File: config.mk
export PLATFORM = sky130hd
export DESIGN_NAME = dpgl_port
export DESIGN_NICKNAME = d
export VERILOG_FILES = /design/src/dpgl_pkg.sv /design/src/dpgl_port.sv
export SDC_FILE = /design/constraint.sdc
export NUM_CORES = 1
export LEC_CHECK = 0
export ABC_AREA = 0
export CAP_MARGIN = 20
export CORE_AREA = 4 4 116 118
export CTS_CLUSTER_DIAMETER = 60
export DETAILED_ROUTE_END_ITERATION = 8
export DIE_AREA = 0 0 120 122
export DONT_BUFFER_PORTS = 1
export PLACE_DENSITY = 0.43
export SETUP_SLACK_MARGIN = 0.4
export SLEW_MARGIN = 25
export SYNTH_ARGS = -nofsm -noshare
export SYNTH_HDL_FRONTEND = slang
export SYNTH_SLANG_ARGS = --single-unit
File: constraint.sdc
create_clock -name pclk -period 1.4 [get_ports pclk]
set_clock_uncertainty 0.2 [all_clocks]
set_input_delay 0.07 -clock pclk [delete_from_list [all_inputs] [get_ports pclk]]
set_output_delay 0.07 -clock pclk [all_outputs]
set_load 0.05 [all_outputs]
File: src/dpgl_pkg.sv
// shared constants for the dual port gpio block with led drive
package dpgl_pkg;
    localparam int PORT_W = 8;
    localparam int ADDR_W = 8;
    localparam int DATA_W = 32;
    // register indices; byte address is four times the index
    localparam logic [ADDR_W-1:0] IDX_FIRST_DATA = 8'h00;
    localparam logic [ADDR_W-1:0] IDX_SECOND_DATA = 8'h01;
    localparam logic [ADDR_W-1:0] IDX_FIRST_DIR = 8'h04;
    localparam logic [ADDR_W-1:0] IDX_SECOND_DIR = 8'h05;
    localparam logic [ADDR_W-1:0] IDX_FIRST_LED = 8'h0C;
    // reset values
    localparam logic [PORT_W-1:0] DIR_RESET = 8'h00;
    localparam logic [PORT_W-1:0] LED_RESET = 8'h00;
    // second port pin positions
    localparam int PIN_TW_DATA = 0;
    localparam int PIN_TW_CLOCK = 1;
    localparam int PIN_SER_TX = 2;
    localparam int PIN_SER_RX = 3;
    localparam int PIN_TIMER_LO = 4;
    localparam int OPEN_DRAIN_PINS = 4;
    localparam int TIMER_CHANNELS = 4;
    // edge/level select code that leaves a timer pin to the port
    localparam logic [1:0] ELS_PORT = 2'h0;
    // converter channel select codes 0..7 address first port pins
    localparam logic [4:0] CONV_LAST_PIN = 5'h07;
    localparam real LED_SINK_MA = 15.0;
endpackage

File: src/dpgl_port.sv
// dual 8-bit gpio ports with led drive and peripheral pin takeover
`timescale 1ns/1ps
// What this block does
// (RULE1) direction bit one enables pin output buffer
// (RULE2) reset clears all direction bits, pins inputs
// (RULE3) output pin: data read returns latch
// (RULE4) input pin: data read returns pin level
// (RULE5) data writes always update latch
// (RULE6) led enable selects 15 mA sink drive
// (RULE7) led drive only on output pins, per pin
// (RULE8) second port latches unaffected by reset
// (RULE9) two-wire enable takes second port pins 0,1
// (RULE10) serial enable takes second port pins 2,3
// (RULE11) timer select takes second port pins 4-7
// (RULE12) second port pins 0-3 only sink or release
// (RULE13) software writes data before setting direction
// (RULE14) unselected first port pins stay digital io
// (RULE15) converter channel select overrides first port pin
// (RULE16) first port latches unaffected by reset
// (RULE17) direction and led registers read back written
module dpgl_port
    import dpgl_pkg::*;
(
    input wire logic pclk, // system clock, 40 MHz
    input wire logic presetn, // async reset, active low
    input wire logic psel, // apb select
    input wire logic penable, // apb access phase
    input wire logic pwrite, // apb direction
    input wire logic [ADDR_W-1:0] paddr, // apb byte address
    input wire logic [DATA_W-1:0] pwdata, // apb write data
    output logic [DATA_W-1:0] prdata, // apb read data
    output logic pready, // apb ready
    output logic pslverr, // apb error on unmapped address
    input wire logic [PORT_W-1:0] pa_in, // first port pin levels
    output logic [PORT_W-1:0] pa_out, // first port pin values
    output logic [PORT_W-1:0] pa_oe, // first port output enables
    output logic [PORT_W-1:0] pa_led_drive, // 15 mA sink selects
    output logic [PORT_W-1:0] pa_conv_sel, // pin routed to converter
    input wire logic [4:0] converter_channel_select, // converter channel
    input wire logic [PORT_W-1:0] pb_in, // second port pin levels
    output logic [PORT_W-1:0] pb_out, // second port pin values
    output logic [PORT_W-1:0] pb_oe, // second port output enables
    input wire logic twowire_module_enable, // two-wire owns pins 0,1
    input wire logic tw_data_low, // two-wire pulls data low
    input wire logic tw_clock_low, // two-wire pulls clock low
    output logic tw_data_in, // synced data pin to two-wire
    output logic tw_clock_in, // synced clock pin to two-wire
    input wire logic serial_module_enable, // serial owns pins 2,3
    input wire logic ser_txd, // serial transmit level
    output logic ser_rxd, // synced receive pin to serial
    input wire logic [7:0] timer_edge_level_select, // 2 bits/channel
    input wire logic [TIMER_CHANNELS-1:0] tim_ch_out, // compare level
    input wire logic [TIMER_CHANNELS-1:0] tim_ch_oe, // channel drives
    output logic [TIMER_CHANNELS-1:0] tim_ch_in // synced capture pins
);

    logic [PORT_W-1:0] pa_dir_reg;
    logic [PORT_W-1:0] pb_dir_reg;
    logic [PORT_W-1:0] pa_led_reg;
    logic [PORT_W-1:0] pa_data_reg;
    logic [PORT_W-1:0] pb_data_reg;
    logic [PORT_W-1:0] pa_meta_reg;
    logic [PORT_W-1:0] pa_sync_reg;
    logic [PORT_W-1:0] pb_meta_reg;
    logic [PORT_W-1:0] pb_sync_reg;
    logic [DATA_W-1:0] rdata_reg;
    logic err_reg;
    logic [DATA_W-1:0] rdata_next;
    logic err_next;
    logic [PORT_W-1:0] pb_periph;
    logic [PORT_W-1:0] pb_periph_oe;
    logic [PORT_W-1:0] pb_periph_val;
    logic [TIMER_CHANNELS-1:0] tim_own;
    logic setup_phase;
    logic wr_take;

    // maps a byte address onto a register index; misaligned never hits
    function automatic logic hit(input logic [ADDR_W-1:0] a,
                                 input logic [ADDR_W-1:0] idx);
        hit = (a[1:0] == 2'h0) && (a[ADDR_W-1:2] == idx[ADDR_W-3:0]);
    endfunction

    // port value as software sees it: latch for outputs, pin for inputs
    function automatic logic [PORT_W-1:0] view(input logic [PORT_W-1:0] d,
                                               input logic [PORT_W-1:0] p,
                                               input logic [PORT_W-1:0] l);
        view = (d & l) | (~d & p);
    endfunction

    assign setup_phase = psel && !penable;
    assign wr_take = psel && penable && pwrite;

    // two-stage synchronisers on every pin input
    always_ff @(posedge pclk or negedge presetn) begin
        if (!presetn) begin
            pa_meta_reg <= 8'h00;
            pa_sync_reg <= 8'h00;
            pb_meta_reg <= 8'h00;
            pb_sync_reg <= 8'h00;
        end else begin
            pa_meta_reg <= pa_in;
            pa_sync_reg <= pa_meta_reg;
            pb_meta_reg <= pb_in;
            pb_sync_reg <= pb_meta_reg;
        end
    end

    // control registers
    always_ff @(posedge pclk or negedge presetn) begin
        if (!presetn) begin
            pa_dir_reg <= DIR_RESET; // [RULE2]
            pb_dir_reg <= DIR_RESET; // [RULE2]
            pa_led_reg <= LED_RESET;
        end else if (wr_take) begin
            if (hit(paddr, IDX_FIRST_DIR))
                pa_dir_reg <= pwdata[PORT_W-1:0]; // [RULE17]
            if (hit(paddr, IDX_SECOND_DIR))
                pb_dir_reg <= pwdata[PORT_W-1:0]; // [RULE17]
            if (hit(paddr, IDX_FIRST_LED))
                pa_led_reg <= pwdata[PORT_W-1:0]; // [RULE17]
        end
    end

    // data latches carry no reset, so their contents survive it
    always_ff @(posedge pclk) begin
        if (wr_take && hit(paddr, IDX_FIRST_DATA))
            pa_data_reg <= pwdata[PORT_W-1:0]; // [RULE5] [RULE16]
        if (wr_take && hit(paddr, IDX_SECOND_DATA))
            pb_data_reg <= pwdata[PORT_W-1:0]; // [RULE5] [RULE8]
    end

    // read data is captured in the setup cycle and served in access
    always_comb begin
        rdata_next = '0;
        err_next = 1'b0;
        if (hit(paddr, IDX_FIRST_DATA))
            rdata_next[PORT_W-1:0] =
                view(pa_dir_reg & ~pa_conv_sel, pa_sync_reg & ~pa_conv_sel,
                     pa_data_reg); // [RULE3] [RULE4] [RULE14]
        else if (hit(paddr, IDX_SECOND_DATA))
            rdata_next[PORT_W-1:0] =
                view(pb_dir_reg, pb_sync_reg, pb_data_reg); // [RULE3] [RULE4]
        else if (hit(paddr, IDX_FIRST_DIR))
            rdata_next[PORT_W-1:0] = pa_dir_reg; // [RULE17]
        else if (hit(paddr, IDX_SECOND_DIR))
            rdata_next[PORT_W-1:0] = pb_dir_reg; // [RULE17]
        else if (hit(paddr, IDX_FIRST_LED))
            rdata_next[PORT_W-1:0] = pa_led_reg; // [RULE17]
        else
            err_next = 1'b1;
    end

    always_ff @(posedge pclk or negedge presetn) begin
        if (!presetn) begin
            rdata_reg <= '0;
            err_reg <= 1'b0;
        end else if (setup_phase) begin
            rdata_reg <= pwrite ? '0 : rdata_next;
            err_reg <= err_next;
        end
    end

    // one wait-free access phase: every transfer ends in two cycles
    assign pready = psel && penable;
    assign prdata = rdata_reg;
    assign pslverr = psel && penable && err_reg;

    // first port: converter channel takes the pin away from the port
    genvar gi;
    generate
        for (gi = 0; gi < PORT_W; gi++) begin : g_first
            assign pa_conv_sel[gi] =
                (converter_channel_select == 5'(gi)); // [RULE15]
        end
    endgenerate

    assign pa_out = pa_data_reg;
    assign pa_oe = pa_dir_reg & ~pa_conv_sel; // [RULE1] [RULE14] [RULE15]
    // led sink only where the pin really drives
    assign pa_led_drive = pa_led_reg & pa_oe; // [RULE6] [RULE7]

    // second port peripheral ownership
    generate
        for (gi = 0; gi < TIMER_CHANNELS; gi++) begin : g_timer
            assign tim_own[gi] =
                (timer_edge_level_select[2*gi +: 2] != ELS_PORT); // [RULE11]
        end
    endgenerate

    assign pb_periph = {tim_own, {2{serial_module_enable}},
                        {2{twowire_module_enable}}}; // [RULE9] [RULE10]
    // peripheral drive requests; open-drain pins only pull low
    assign pb_periph_oe = {tim_ch_oe, 1'b0, !ser_txd,
                           tw_clock_low, tw_data_low}; // [RULE12]
    assign pb_periph_val = {tim_ch_out, 4'h0};

    generate
        for (gi = 0; gi < PORT_W; gi++) begin : g_second
            if (gi < OPEN_DRAIN_PINS) begin : g_od
                // pin is never driven high; the pullup supplies the one
                assign pb_out[gi] = 1'b0; // [RULE12]
                assign pb_oe[gi] = pb_periph[gi] ? pb_periph_oe[gi]
                    : (pb_dir_reg[gi] && !pb_data_reg[gi]); // [RULE1]
            end else begin : g_pp
                assign pb_out[gi] = pb_periph[gi] ? pb_periph_val[gi]
                    : pb_data_reg[gi]; // [RULE11]
                assign pb_oe[gi] = pb_periph[gi] ? pb_periph_oe[gi]
                    : pb_dir_reg[gi]; // [RULE1] [RULE11]
            end
        end
    endgenerate

    assign tw_data_in = pb_sync_reg[PIN_TW_DATA];
    assign tw_clock_in = pb_sync_reg[PIN_TW_CLOCK];
    assign ser_rxd = pb_sync_reg[PIN_SER_RX];
    assign tim_ch_in = pb_sync_reg[PORT_W-1:PIN_TIMER_LO];
endmodule // dpgl_port

==> impl_summary.log, run 1 <==
INFO  metric criticalPathCategory = input port to register
INFO  metric clock_insertion_delay_worst_skew = about 0.33 ns
INFO  metric period_share = 121%
INFO  metric outcome = finished with violations
INFO  metric core.rowCount = 41
INFO  metric synthesis.area = 3770 sq um
INFO  metric yosys-top-cells-area = sky130_fd_sc_hd__dfrtp_1 (43%), sky130_fd_sc_hd__edfxtp_1 (13%), sky130_fd_sc_hd__mux2_2 (8.7%)
INFO  metric library_cell_used_as_clock_root_buffer = sky130_fd_sc_hd__clkbuf_16
INFO  metric finish.net_count = 503
INFO  metric dieHeight = 122 microns
INFO  metric synth-edff-count = 16
INFO  metric cts-hold-fix-buffers = 26
INFO  metric dr.pass1.iters = 4
INFO  metric timing.fmax = about 590 MHz
INFO  metric yosysTopAreaCellShare = 43.1%
INFO  metric critPathRequiredTime = 1.41 ns
INFO  metric cp.arrival = 1.70 ns
INFO  metric launch_point_of_the_worst_reg_to_reg_path = pa_dir_reg[2]
INFO  metric place.port_buffers = 0
INFO  metric postSynthAreaPerCell = 12.8 sq um
INFO  metric drc = 0
INFO  metric violations = hold timing, setup timing
INFO  metric fp.coreArea = between 10000 and 15000 sq um
INFO  metric global_route.usage.total = 15.7%
INFO  metric synthCells = 294
INFO  metric drive_gt1_share = 51.3%
INFO  metric leading_area_contributor_after_synthesis = sky130_fd_sc_hd__dfrtp_1
INFO  metric num_antenna_cells = 0
INFO  metric post_layout_minimum_cycle_time = 1.69 ns
INFO  metric drt-wirelength-per-cell = ~19 microns
INFO  metric critical_path.endpoint_type = register
INFO  metric tritoncts_sinks = 81
INFO  metric synth_cell_type_count = 36
INFO  metric register_area = 2110 sq um
INFO  metric gp_congestion = 0.764
INFO  metric total_power = 5.57 mW
INFO  metric via_count = 2715
INFO  metric filler_cell_count = 1147
INFO  metric antenna_left = 0
INFO  metric die_x = between 100 and 150 microns
INFO  metric yosysSeqAreaShare = between 50% and 60%
INFO  metric numCtsBuffers = 9
INFO  metric synth_async_sr_flop_share = 80.2%
INFO  metric vias_per_cell = about 4.6
INFO  metric hpwl = 7.65 mm
INFO  metric die_area = ~15000 sq um
INFO  metric finalSetupViolations = 53
INFO  metric htreeDepth = 3
INFO  metric finish.cell_count_without_fillers = 593
INFO  metric vdd.ir_drop.worst = just under 0.5 mV
INFO  metric cts.clk_slew.worst_paths = 0.06 ns
INFO  metric dpl.cell_count = 514
INFO  metric number_of_antenna_violations_at_the_first_check_in_global_routing = 0
INFO  metric area_overhead_vs_synth = 49.6%
INFO  metric total_wirelength_of_the_detailed_routed_design = roughly 11 mm
INFO  metric initial_core_util = 30.3%
INFO  metric power_per_cell_area = 986 nW/um^2
INFO  metric startpoint_class_of_the_critical_path = input port
INFO  metric hold_violations = 74
INFO  metric grt_pass1_wl = 17.1 mm
INFO  metric globalRoute.totalOverflow = 0
INFO  metric multiInputGateArea = ~1800 sq um
INFO  metric first_global_vias = 2908
INFO  metric starting_drc_count_in_detailed_routing = 75
INFO  metric synth-main-ff-cell = sky130_fd_sc_hd__dfrtp_1
INFO  metric grt_setup_unrepaired = yes
INFO  metric final_max_slew_viol_count = 0
INFO  metric ys_warn_count = 0
INFO  metric hold_path_class = input port to async pin
INFO  metric whs = -0.772 ns
INFO  metric crit_fanout = 8
INFO  metric grt_max_degree = 66
INFO  metric p_leak = 2.59 nW
INFO  metric ys_ff_latch = 81
INFO  metric final_critical_path_setup_slack = -0.288 ns
INFO  metric clock_tree.buffer_depth = 2
INFO  metric io-pin-count = 176
INFO  metric timing.max_cap.violations = 0
INFO  metric worst_setup_path_startpoint = paddr[1]
INFO  metric cts_tree = yes
-- power breakdown --
part	leakage [nW]	switching, mW	internal, mW	total (mW)
combinational	1.46	0.470	0.234	0.704
clock	0.147	0.898	1.47	2.37
sequential	0.974	0.0288	2.47	2.50
total	2.59	1.40	4.17	5.57
-- per-layer routing --
layer  GRT usage, %  wire, microns  part of all wire (%)  up-vias
li1               -              -                     -     1238
met1           19.9           4850                    43     1359
met2           25.8           5450                    49      103
met3           4.50            722                   6.4       15
met4           5.08            214                   1.9        0
met5              0              0                     0        -
-- cell type report --
class / count / share of cell area [%]
Inverter: 9 / 0.731
Tap cell: 172 / 3.81
Timing Repair Buffer: 124 / 20.8
Multi-Input combinational cell: 191 / 32.1
Sequential cell: 81 / 37.3
Clock inverter: 3 / 0.687
Clock buffer: 13 / 4.61
-- what timing repair did --
item,in CTS,in global routing
setup endpoints to repair,108,108
pin swaps,6,8
buffers inserted,28,9
resized for setup,69,15
gates cloned,0,0
hold endpoints to repair,130,74
-- worst max-delay path, cell delays in order --
cell	delay [ns]
sky130_fd_sc_hd__or4_4	0.55
sky130_fd_sc_hd__or3_4	0.35
sky130_fd_sc_hd__buf_6	0.15
sky130_fd_sc_hd__nor2_8	0.25
sky130_fd_sc_hd__mux2_4	0.33
-- final timing paths --
check / endpoint / slack, ns / depth (start not counted)
worst max-delay path: pb_dir_reg[4] / -0.29 / 5
worst min-delay path: pb_meta_reg[3] / -0.77 / 0
worst max register to register: prdata[2] / -0.05 / 4
worst min register to register: pb_sync_reg[1] / 0.15 / 0
max in group asynchronous: pa_dir_reg[7] / 1.66 / 0
min in group pclk: prdata[6] / -0.23 / 3
-- synth_stat cells (3+ instances only) --
| cell type | count |
|---|---|
| sky130_fd_sc_hd__nand3_1 | 4 |
| sky130_fd_sc_hd__edfxtp_1 | 16 |
| sky130_fd_sc_hd__o21a_1 | 3 |
| sky130_fd_sc_hd__mux2_2 | 29 |
| sky130_fd_sc_hd__and2_1 | 9 |
| sky130_fd_sc_hd__o31ai_1 | 8 |
| sky130_fd_sc_hd__clkbuf_1 | 5 |
| sky130_fd_sc_hd__o22ai_1 | 8 |
| sky130_fd_sc_hd__o21ai_0 | 19 |
| sky130_fd_sc_hd__and3_1 | 9 |
| sky130_fd_sc_hd__dfrtp_1 | 65 |
| sky130_fd_sc_hd__nand2b_1 | 5 |
| sky130_fd_sc_hd__a32oi_1 | 8 |
| sky130_fd_sc_hd__mux2_4 | 16 |
| sky130_fd_sc_hd__nand2_1 | 9 |
| sky130_fd_sc_hd__buf_4 | 32 |
| sky130_fd_sc_hd__inv_1 | 9 |
| sky130_fd_sc_hd__nor2b_1 | 9 |
| sky130_fd_sc_hd__nor2_1 | 10 |
-- through the flow --
step | setup slack [ns] | utilization [%] | hold WS [ns] | instance area, sq um | setup TNS (ns)
final | -0.288 | 45.3 | -0.772 | 5650 | -11.15
after global routing | -0.296 | 45.3 | -0.794 | 5650 | -12.08
after CTS | -0.292 | 44.3 | -0.785 | 5520 | -10.35
after detailed placement | -0.647 | 36.1 | -0.423 | 4500 | -26.42
after global placement | -0.637 | 36.1 | -0.423 | 4500 | -25.99
after floorplan | -0.602 | - | -0.426 | 4110 | -26.88
-- cells in the final DEF (no fill, tap or decap), types with 9 or more instances in the layout --
cell                             n
sky130_fd_sc_hd__mux2_2         14
sky130_fd_sc_hd__clkbuf_16       9
sky130_fd_sc_hd__mux2_4         31
sky130_fd_sc_hd__conb_1         28
sky130_fd_sc_hd__o21ai_0        16
sky130_fd_sc_hd__buf_6          43
sky130_fd_sc_hd__edfxtp_1       16
sky130_fd_sc_hd__and3_4          9
sky130_fd_sc_hd__dfrtp_1        65
sky130_fd_sc_hd__dlygate4sd3_1  25
sky130_fd_sc_hd__buf_4          54
-- kinds of logic after synthesis --
logic type,share of synthesized area [%]
AOI/OAI and AO/OA,8.09
buffers and inverters,8.45
DFF,55.8
muxes,15.3
other,0.0994
and+or+nand+nor,12.2
Power figures use the tool's default switching activity.
==> inputs of run 2 (changes only) <==
==> constraint.sdc (replaced) <==
create_clock -name pclk -period 1.4 [get_ports pclk]
set_clock_uncertainty 0.2 [all_clocks]
set_input_delay 0.07 -clock pclk [delete_from_list [all_inputs] [get_ports pclk]]
set_output_delay 0.07 -clock pclk [all_outputs]
set_load 0.01 [all_outputs]
==> impl_summary.log, run 2 (synthesized netlist as in run 1, its figures left out) <==
INFO  metric clock_insertion_delay_worst_skew = 0.34 ns (about the same)
INFO  metric fp.coreArea = 12500 sq um (unchanged)
INFO  metric finalCoreUtilization = 41.6% (-3.7 points)
INFO  metric outcome = finished with violations
INFO  metric cts.clk_slew.worst_paths = 0.06 ns (about the same)
INFO  metric mostFrequentLayoutCell = sky130_fd_sc_hd__dfrtp_1
INFO  metric final_critical_path_setup_slack = -0.256 ns (+0.0317 ns)
INFO  metric library_cell_used_as_clock_root_buffer = sky130_fd_sc_hd__clkbuf_16
INFO  metric die_area = 14600 sq um (unchanged)
INFO  metric critPathMaxStageDelay = 0.53 ns (-0.02 ns)
INFO  metric post_layout_minimum_cycle_time = 1.66 ns (-0.0317 ns)
INFO  metric register_area = 2110 sq um (+0.30%)
INFO  metric place.port_buffers = 0 (unchanged)
INFO  metric timing.max_cap.violations = 0 (unchanged)
INFO  metric htreeDepth = 3 (unchanged)
INFO  metric globalRoute.totalOverflow = 0 (unchanged)
INFO  metric path_cells = or4_4 -> or3_4 -> buf_6 -> nor2_8 -> mux2_4
INFO  metric tritoncts_sinks = 81 (unchanged)
INFO  metric power_per_cell_area = 998 nW/um^2 (+1.1%)
INFO  metric cts_tree = yes
INFO  metric via_count = 2569 (-5.4%)
INFO  metric crit_fanout = 8 (unchanged)
INFO  metric vias_per_cell = 4.66 (+1.8%)
INFO  metric gp_congestion = 0.742 (-2.8%)
INFO  metric cp.arrival = 1.67 ns (-0.03 ns)
INFO  metric io-pin-count = 176 (unchanged)
INFO  metric global_route.usage.total = 14.6% (-1.0 points)
INFO  metric first_global_vias = 2617 (-10%)
INFO  metric dr.pass1.iters = 4 (unchanged)
INFO  metric finish.net_count = 461 (-8.3%)
INFO  metric violations = hold timing, setup timing
INFO  metric grt_pass1_wl = 15.7 mm (-8.4%)
INFO  metric starting_drc_count_in_detailed_routing = 97 (+29%)
INFO  metric hold_path_class = input port to async pin
INFO  metric startpoint_class_of_the_critical_path = input port
INFO  metric drt-wirelength-per-cell = 19.7 microns (+3.9%)
INFO  metric commonest_cells_after_routing_fill_and_taps_aside = sky130_fd_sc_hd__dfrtp_1 (60), sky130_fd_sc_hd__mux2_4 (31), sky130_fd_sc_hd__buf_4 (30), sky130_fd_sc_hd__conb_1 (28), sky130_fd_sc_hd__dlygate4sd3_1 (26)
INFO  metric timing.setup.tns = -9.50 ns (+1.65 ns)
INFO  metric die_x = 120 microns (unchanged)
INFO  metric hold_violations = 77 (+4.1%)
INFO  metric antenna_left = 0 (unchanged)
INFO  metric dp_worst_setup_slack = -0.629 ns (+0.0186 ns)
INFO  metric area_overhead_vs_synth = 37.3%
INFO  metric number_of_antenna_violations_at_the_first_check_in_global_routing = 0 (unchanged)
INFO  metric grt_max_degree = 66 (unchanged)
INFO  metric core.rowCount = 41 (unchanged)
INFO  metric critPathRequiredTime = 1.42 ns (about the same)
INFO  metric timing.fmax = 604 MHz (+1.9%)
INFO  metric p_leak = 2.30 nW (-11%)
INFO  metric clock_tree.buffer_depth = 2 (unchanged)
INFO  metric total_wirelength_of_the_detailed_routed_design = 10.8 mm (-3.5%)
INFO  metric num_antenna_cells = 0 (unchanged)
INFO  metric period_share = 118% (-2.3 points)
INFO  metric finalSetupViolations = 48 (-9.4%)
INFO  metric criticalPathCategory = input port to register
INFO  metric critPathSlowestCell = sky130_fd_sc_hd__or4_4
INFO  metric filler_cell_count = 1181 (+3.0%)
INFO  metric whs = -0.773 ns (-0.000921 ns)
INFO  metric final_max_slew_viol_count = 0 (unchanged)
INFO  metric initial_core_util = 30.3% (unchanged)
INFO  metric critical_path.endpoint_type = register
INFO  metric post_place_instance_area = 4200 sq um (-6.7%)
INFO  metric hpwl = 7.50 mm (-1.9%)
INFO  metric drive_gt1_share = 45.4% (-5.9 points)
INFO  metric grt_setup_unrepaired = yes
INFO  metric numCtsBuffers = 9 (unchanged)
INFO  metric drc = 0 (unchanged)
INFO  metric vdd.ir_drop.worst = 0.480 mV (-0.46%)
INFO  metric dieHeight = 122 microns (unchanged)
INFO  metric design_area = 5180 sq um (-8.2%)
INFO  metric multiInputGateArea = 1730 sq um (-4.3%)
[run 2: changes by cell type in the layout (fill, tap and decap cells not counted), sizes merged]
cell / previous run / this run
buf: 98 / 56
dlygate4sd3: 25 / 26
clkinv: 2 / 3
clkinvlp: 2 / 0
clkbuf: 13 / 12
dlymetal6s4s: 1 / 0
inv: 7 / 9
[run 2: path summary, 6_finish.rpt]
check / from / endpoint / slack, ns / cells after the start
min in group pclk: paddr[2] / prdata[6] / -0.23 / 3
max: paddr[1] / pa_dir_reg[5] / -0.26 / 5
min: presetn / pa_sync_reg[6] / -0.77 / 0
min reg2reg: pb_meta_reg[7] / pb_sync_reg[7] / 0.15 / 0
max reg2reg: pa_dir_reg[0] / prdata[0] / 0.04 / 3
max in group asynchronous: presetn / prdata[6] / 1.65 / 0
[run 2: layer usage]
| metal | share of wire (%) | vias to the layer above | wire length, microns | track usage [%] |
|---|---|---|---|---|
| li1 | - | 1159 | - | - |
| met1 | 44 | 1304 | 4720 | 18.4 |
| met2 | 48 | 96 | 5240 | 23.7 |
| met3 | 6.9 | 10 | 751 | 4.50 |
| met4 | 1.2 | 0 | 128 | 5.37 |
| met5 | 0 | - | 0 | 0 |
[run 2: per-stage QoR]
stage / power, mW / cells
floorplan: 2.81 / 321
global placement: 2.80 / 492
detailed placement: 2.80 / 492
CTS: 5.22 / 546
global route: 5.38 / 551
finish: 5.17 / 551
[run 2: cell type report]
| cell class | instances | share of cell area, % |
|---|---|---|
| inverter | 9 | 0.652 |
| tap | 172 | 4.15 |
| sequential | 81 | 40.8 |
| multi-input combinational | 191 | 33.5 |
| timing repair buffer | 82 | 15.5 |
| clock buffer | 12 | 4.56 |
| clock inverter | 4 | 0.869 |
[run 2: repair_timing]
item / 4_1_cts / 5_1_grt
buffers inserted: 13 / 4
gates resized for setup: 60 / 14
endpoints found under the hold margin: 132 / 77
pin swaps: 5 / 4
hold buffers: 25 / 1
setup endpoints to repair: 105 / 105
[run 2: worst max-delay path, delay by kind of cell]
family                 cells  cell delay, ns
buffers and inverters      1            0.15
multiplexers               1            0.33
AND/OR/NAND/NOR            3            1.11
[run 2: power breakdown]
group | leakage [nW] | internal, mW | switching [mW]
Sequential | 0.966 | 2.47 | 0.0357
Combinational | 1.20 | 0.186 | 0.186
Clock | 0.140 | 1.37 | 0.919
Total | 2.30 | 4.03 | 1.14
==> inputs of run 3 (changes only) <==
--- a/config.mk
+++ b/config.mk
@@ -7,10 +7,10 @@
 export LEC_CHECK = 0
 export ABC_AREA = 0
 export CAP_MARGIN = 20
-export CORE_AREA = 4 4 116 118
+export CORE_AREA = 4 4 133 103
 export CTS_CLUSTER_DIAMETER = 60
 export DETAILED_ROUTE_END_ITERATION = 8
-export DIE_AREA = 0 0 120 122
+export DIE_AREA = 0 0 137 107
 export DONT_BUFFER_PORTS = 1
 export PLACE_DENSITY = 0.43
 export SETUP_SLACK_MARGIN = 0.4
==> impl_summary.log, run 3 (synthesized netlist as in run 1, its figures left out) <==
INFO  metric outcome = finished with violations
INFO  metric violations = hold timing, setup timing
INFO  metric drive_gt1_share = 45.5% (+0.072 points)
INFO  metric core.rowCount = 35 (-15%)
INFO  metric cp.arrival = 1.68 ns (about the same)
INFO  metric grt_max_degree = 66 (unchanged)
INFO  metric final_critical_path_setup_slack = -0.259 ns (-0.00243 ns)
INFO  metric grt_setup_unrepaired = yes
INFO  metric die_x = 137 microns (+14%)
INFO  metric tightest_slew = ~0.50 ns
INFO  metric startpoint_class_of_the_critical_path = input port
INFO  metric cts.clk_slew.worst_paths = 0.06 ns (about the same)
INFO  metric hold_violations = 77 (unchanged)
INFO  metric timing.setup.tns = -8.98 ns (+0.521 ns)
INFO  metric post_layout_minimum_cycle_time = 1.66 ns (+0.00243 ns)
INFO  metric timing.max_cap.violations = 0 (unchanged)
INFO  metric die_area = 14700 sq um (+0.13%)
INFO  metric finalSetupViolations = 48 (unchanged)
INFO  metric number_of_antenna_violations_at_the_first_check_in_global_routing = 0 (unchanged)
INFO  metric critPathMaxStageDelay = 0.55 ns (+0.02 ns)
INFO  metric total_wirelength_of_the_detailed_routed_design = 11.2 mm (+2.8%)
INFO  metric area_overhead_vs_synth = 40.3%
INFO  metric critical_path.endpoint_type = register
INFO  metric crit_fanout = 8 (unchanged)
INFO  metric mostFrequentLayoutCell = sky130_fd_sc_hd__dfrtp_1
INFO  metric first_global_vias = 2655 (+1.5%)
INFO  metric cts_tree = yes
INFO  metric via_count = 2608 (+1.5%)
INFO  metric commonest_cells_after_routing_fill_and_taps_aside = sky130_fd_sc_hd__dfrtp_1 (63), sky130_fd_sc_hd__mux2_4 (31), sky130_fd_sc_hd__buf_4 (30), sky130_fd_sc_hd__conb_1 (28), sky130_fd_sc_hd__buf_6 (27)
INFO  metric drc = 0 (unchanged)
INFO  metric cts-hold-fix-buffers = 26 (+4.0%)
INFO  metric numCtsBuffers = 9 (unchanged)
INFO  metric total_power = 5.28 mW (+2.2%)
INFO  metric dr.pass1.iters = 4 (unchanged)
INFO  metric clock_insertion_delay_worst_skew = 0.34 ns (about the same)
INFO  metric filler_cell_count = 1153 (-2.4%)
INFO  metric gp_congestion = 0.770 (+3.7%)
INFO  metric place.port_buffers = 0 (unchanged)
INFO  metric hold_path_class = input port to async pin
INFO  metric power_per_cell_area = 998 nW/um^2 (about the same)
INFO  metric cp_top_family = simple AND/OR/NAND/NOR gates
INFO  metric num_antenna_cells = 0 (unchanged)
INFO  metric library_cell_used_as_clock_root_buffer = sky130_fd_sc_hd__clkbuf_16
INFO  metric drt-wirelength-per-cell = 20.2 microns (+2.8%)
INFO  metric post_place_instance_area = 4240 sq um (+0.95%)
INFO  metric wirelength_met1 = 5.05 mm (+6.9%)
INFO  metric critPathRequiredTime = 1.42 ns (about the same)
INFO  metric criticalPathCategory = input port to register
INFO  metric global_route.usage.total = 15.2% (+0.57 points)
INFO  metric starting_drc_count_in_detailed_routing = 136 (+40%)
INFO  metric final_max_slew_viol_count = 0 (unchanged)
INFO  metric wl_met3 = 1.10 mm (+47%)
INFO  metric io-pin-count = 176 (unchanged)
INFO  metric htreeDepth = 3 (unchanged)
INFO  metric clock_tree.buffer_depth = 2 (unchanged)
INFO  metric tritoncts_sinks = 81 (unchanged)
INFO  metric fp.coreArea = 12300 sq um (-1.6%)
INFO  metric whs = -0.777 ns (-0.00422 ns)
INFO  metric p_leak = 2.38 nW (+3.3%)
INFO  metric design_area = 5290 sq um (+2.1%)
INFO  metric routed.top_layer = met4
INFO  metric vias_per_cell = 4.73 (+1.5%)
INFO  metric register_area = 2110 sq um (-0.18%)
INFO  metric grt_pass1_wl = 16.2 mm (+3.7%)
INFO  metric globalRoute.totalOverflow = 0 (unchanged)
INFO  metric maxSlewHeadroom = 66.4%
INFO  metric period_share = 118% (+0.17 points)
INFO  metric hpwl = 7.83 mm (+4.4%)
INFO  metric timing.fmax = 603 MHz (-0.15%)
INFO  metric path_buf_inv = 1 (unchanged)
INFO  metric antenna_left = 0 (unchanged)
INFO  metric path_cells = or4_4 -> or3_4 -> buf_6 -> nor2_8 -> mux2_4
INFO  metric initial_core_util = 30.8% (+0.50 points)
INFO  metric finish.net_count = 467 (+1.3%)
INFO  metric vdd.ir_drop.worst = 0.570 mV (+19%)
INFO  metric critPathSlowestCell = sky130_fd_sc_hd__or4_4
INFO  metric dieHeight = 107 microns (-12%)
INFO  metric multiInputGateArea = 1750 sq um (+0.94%)
INFO  metric met2WireLength = 4.90 mm (-6.5%)
## run 3: report_power, final
group | total, mW | leakage [nW] | internal [mW] | switching [mW]
Combinational | 0.393 | 1.26 | 0.202 | 0.192
Clock | 2.38 | 0.150 | 1.47 | 0.909
Sequential | 2.50 | 0.971 | 2.47 | 0.0367
Total | 5.28 | 2.38 | 4.14 | 1.14
## run 3: timing repair
item,in CTS,in global routing
setup endpoints to repair,103,105
endpoints found under the hold margin,133,77
buffers inserted,18,2
gates resized for setup,68,13
gates cloned,0,0
pin swaps,5,4
## run 3: per-layer routing
layer	up-vias	GRT usage [%]
met4	0	3.63
met5	-	0
met3	13	6.38
met2	120	21.6
li1	1168	-
met1	1307	21.4
## run 3: final cells by class
type                       count  area share [%]
clock buffer                  13            4.92
clock inverter                 3           0.756
inverter                       9           0.638
multi-input combinational    191            33.1
sequential                    81            39.8
tap                          166            3.92
timing repair buffer          88            16.9
## run 3: path summary, 6_finish.rpt
path	to	from	slack [ns]	cells after the start
min reg2reg	pb_sync_reg[1]	pb_meta_reg[1]	0.15	0
min in group pclk	prdata[0]	paddr[2]	-0.23	3
min	pb_sync_reg[0]	presetn	-0.78	0
max reg2reg	prdata[7]	pa_dir_reg[7]	0.03	3
max	pa_dir_reg[2]	paddr[1]	-0.26	5
max in group asynchronous	pb_sync_reg[3]	presetn	1.63	0
## run 3: metrics by stage
stage	cells	util, %	hold slack [ns]	setup slack [ns]
final	551	43.2	-0.777	-0.259
after global routing	551	43.2	-0.796	-0.270
after CTS	549	42.7	-0.785	-0.259
after detailed placement	489	34.6	-0.423	-0.661
after global placement	489	34.6	-0.423	-0.633
after floorplan	321	-	-0.426	-0.602
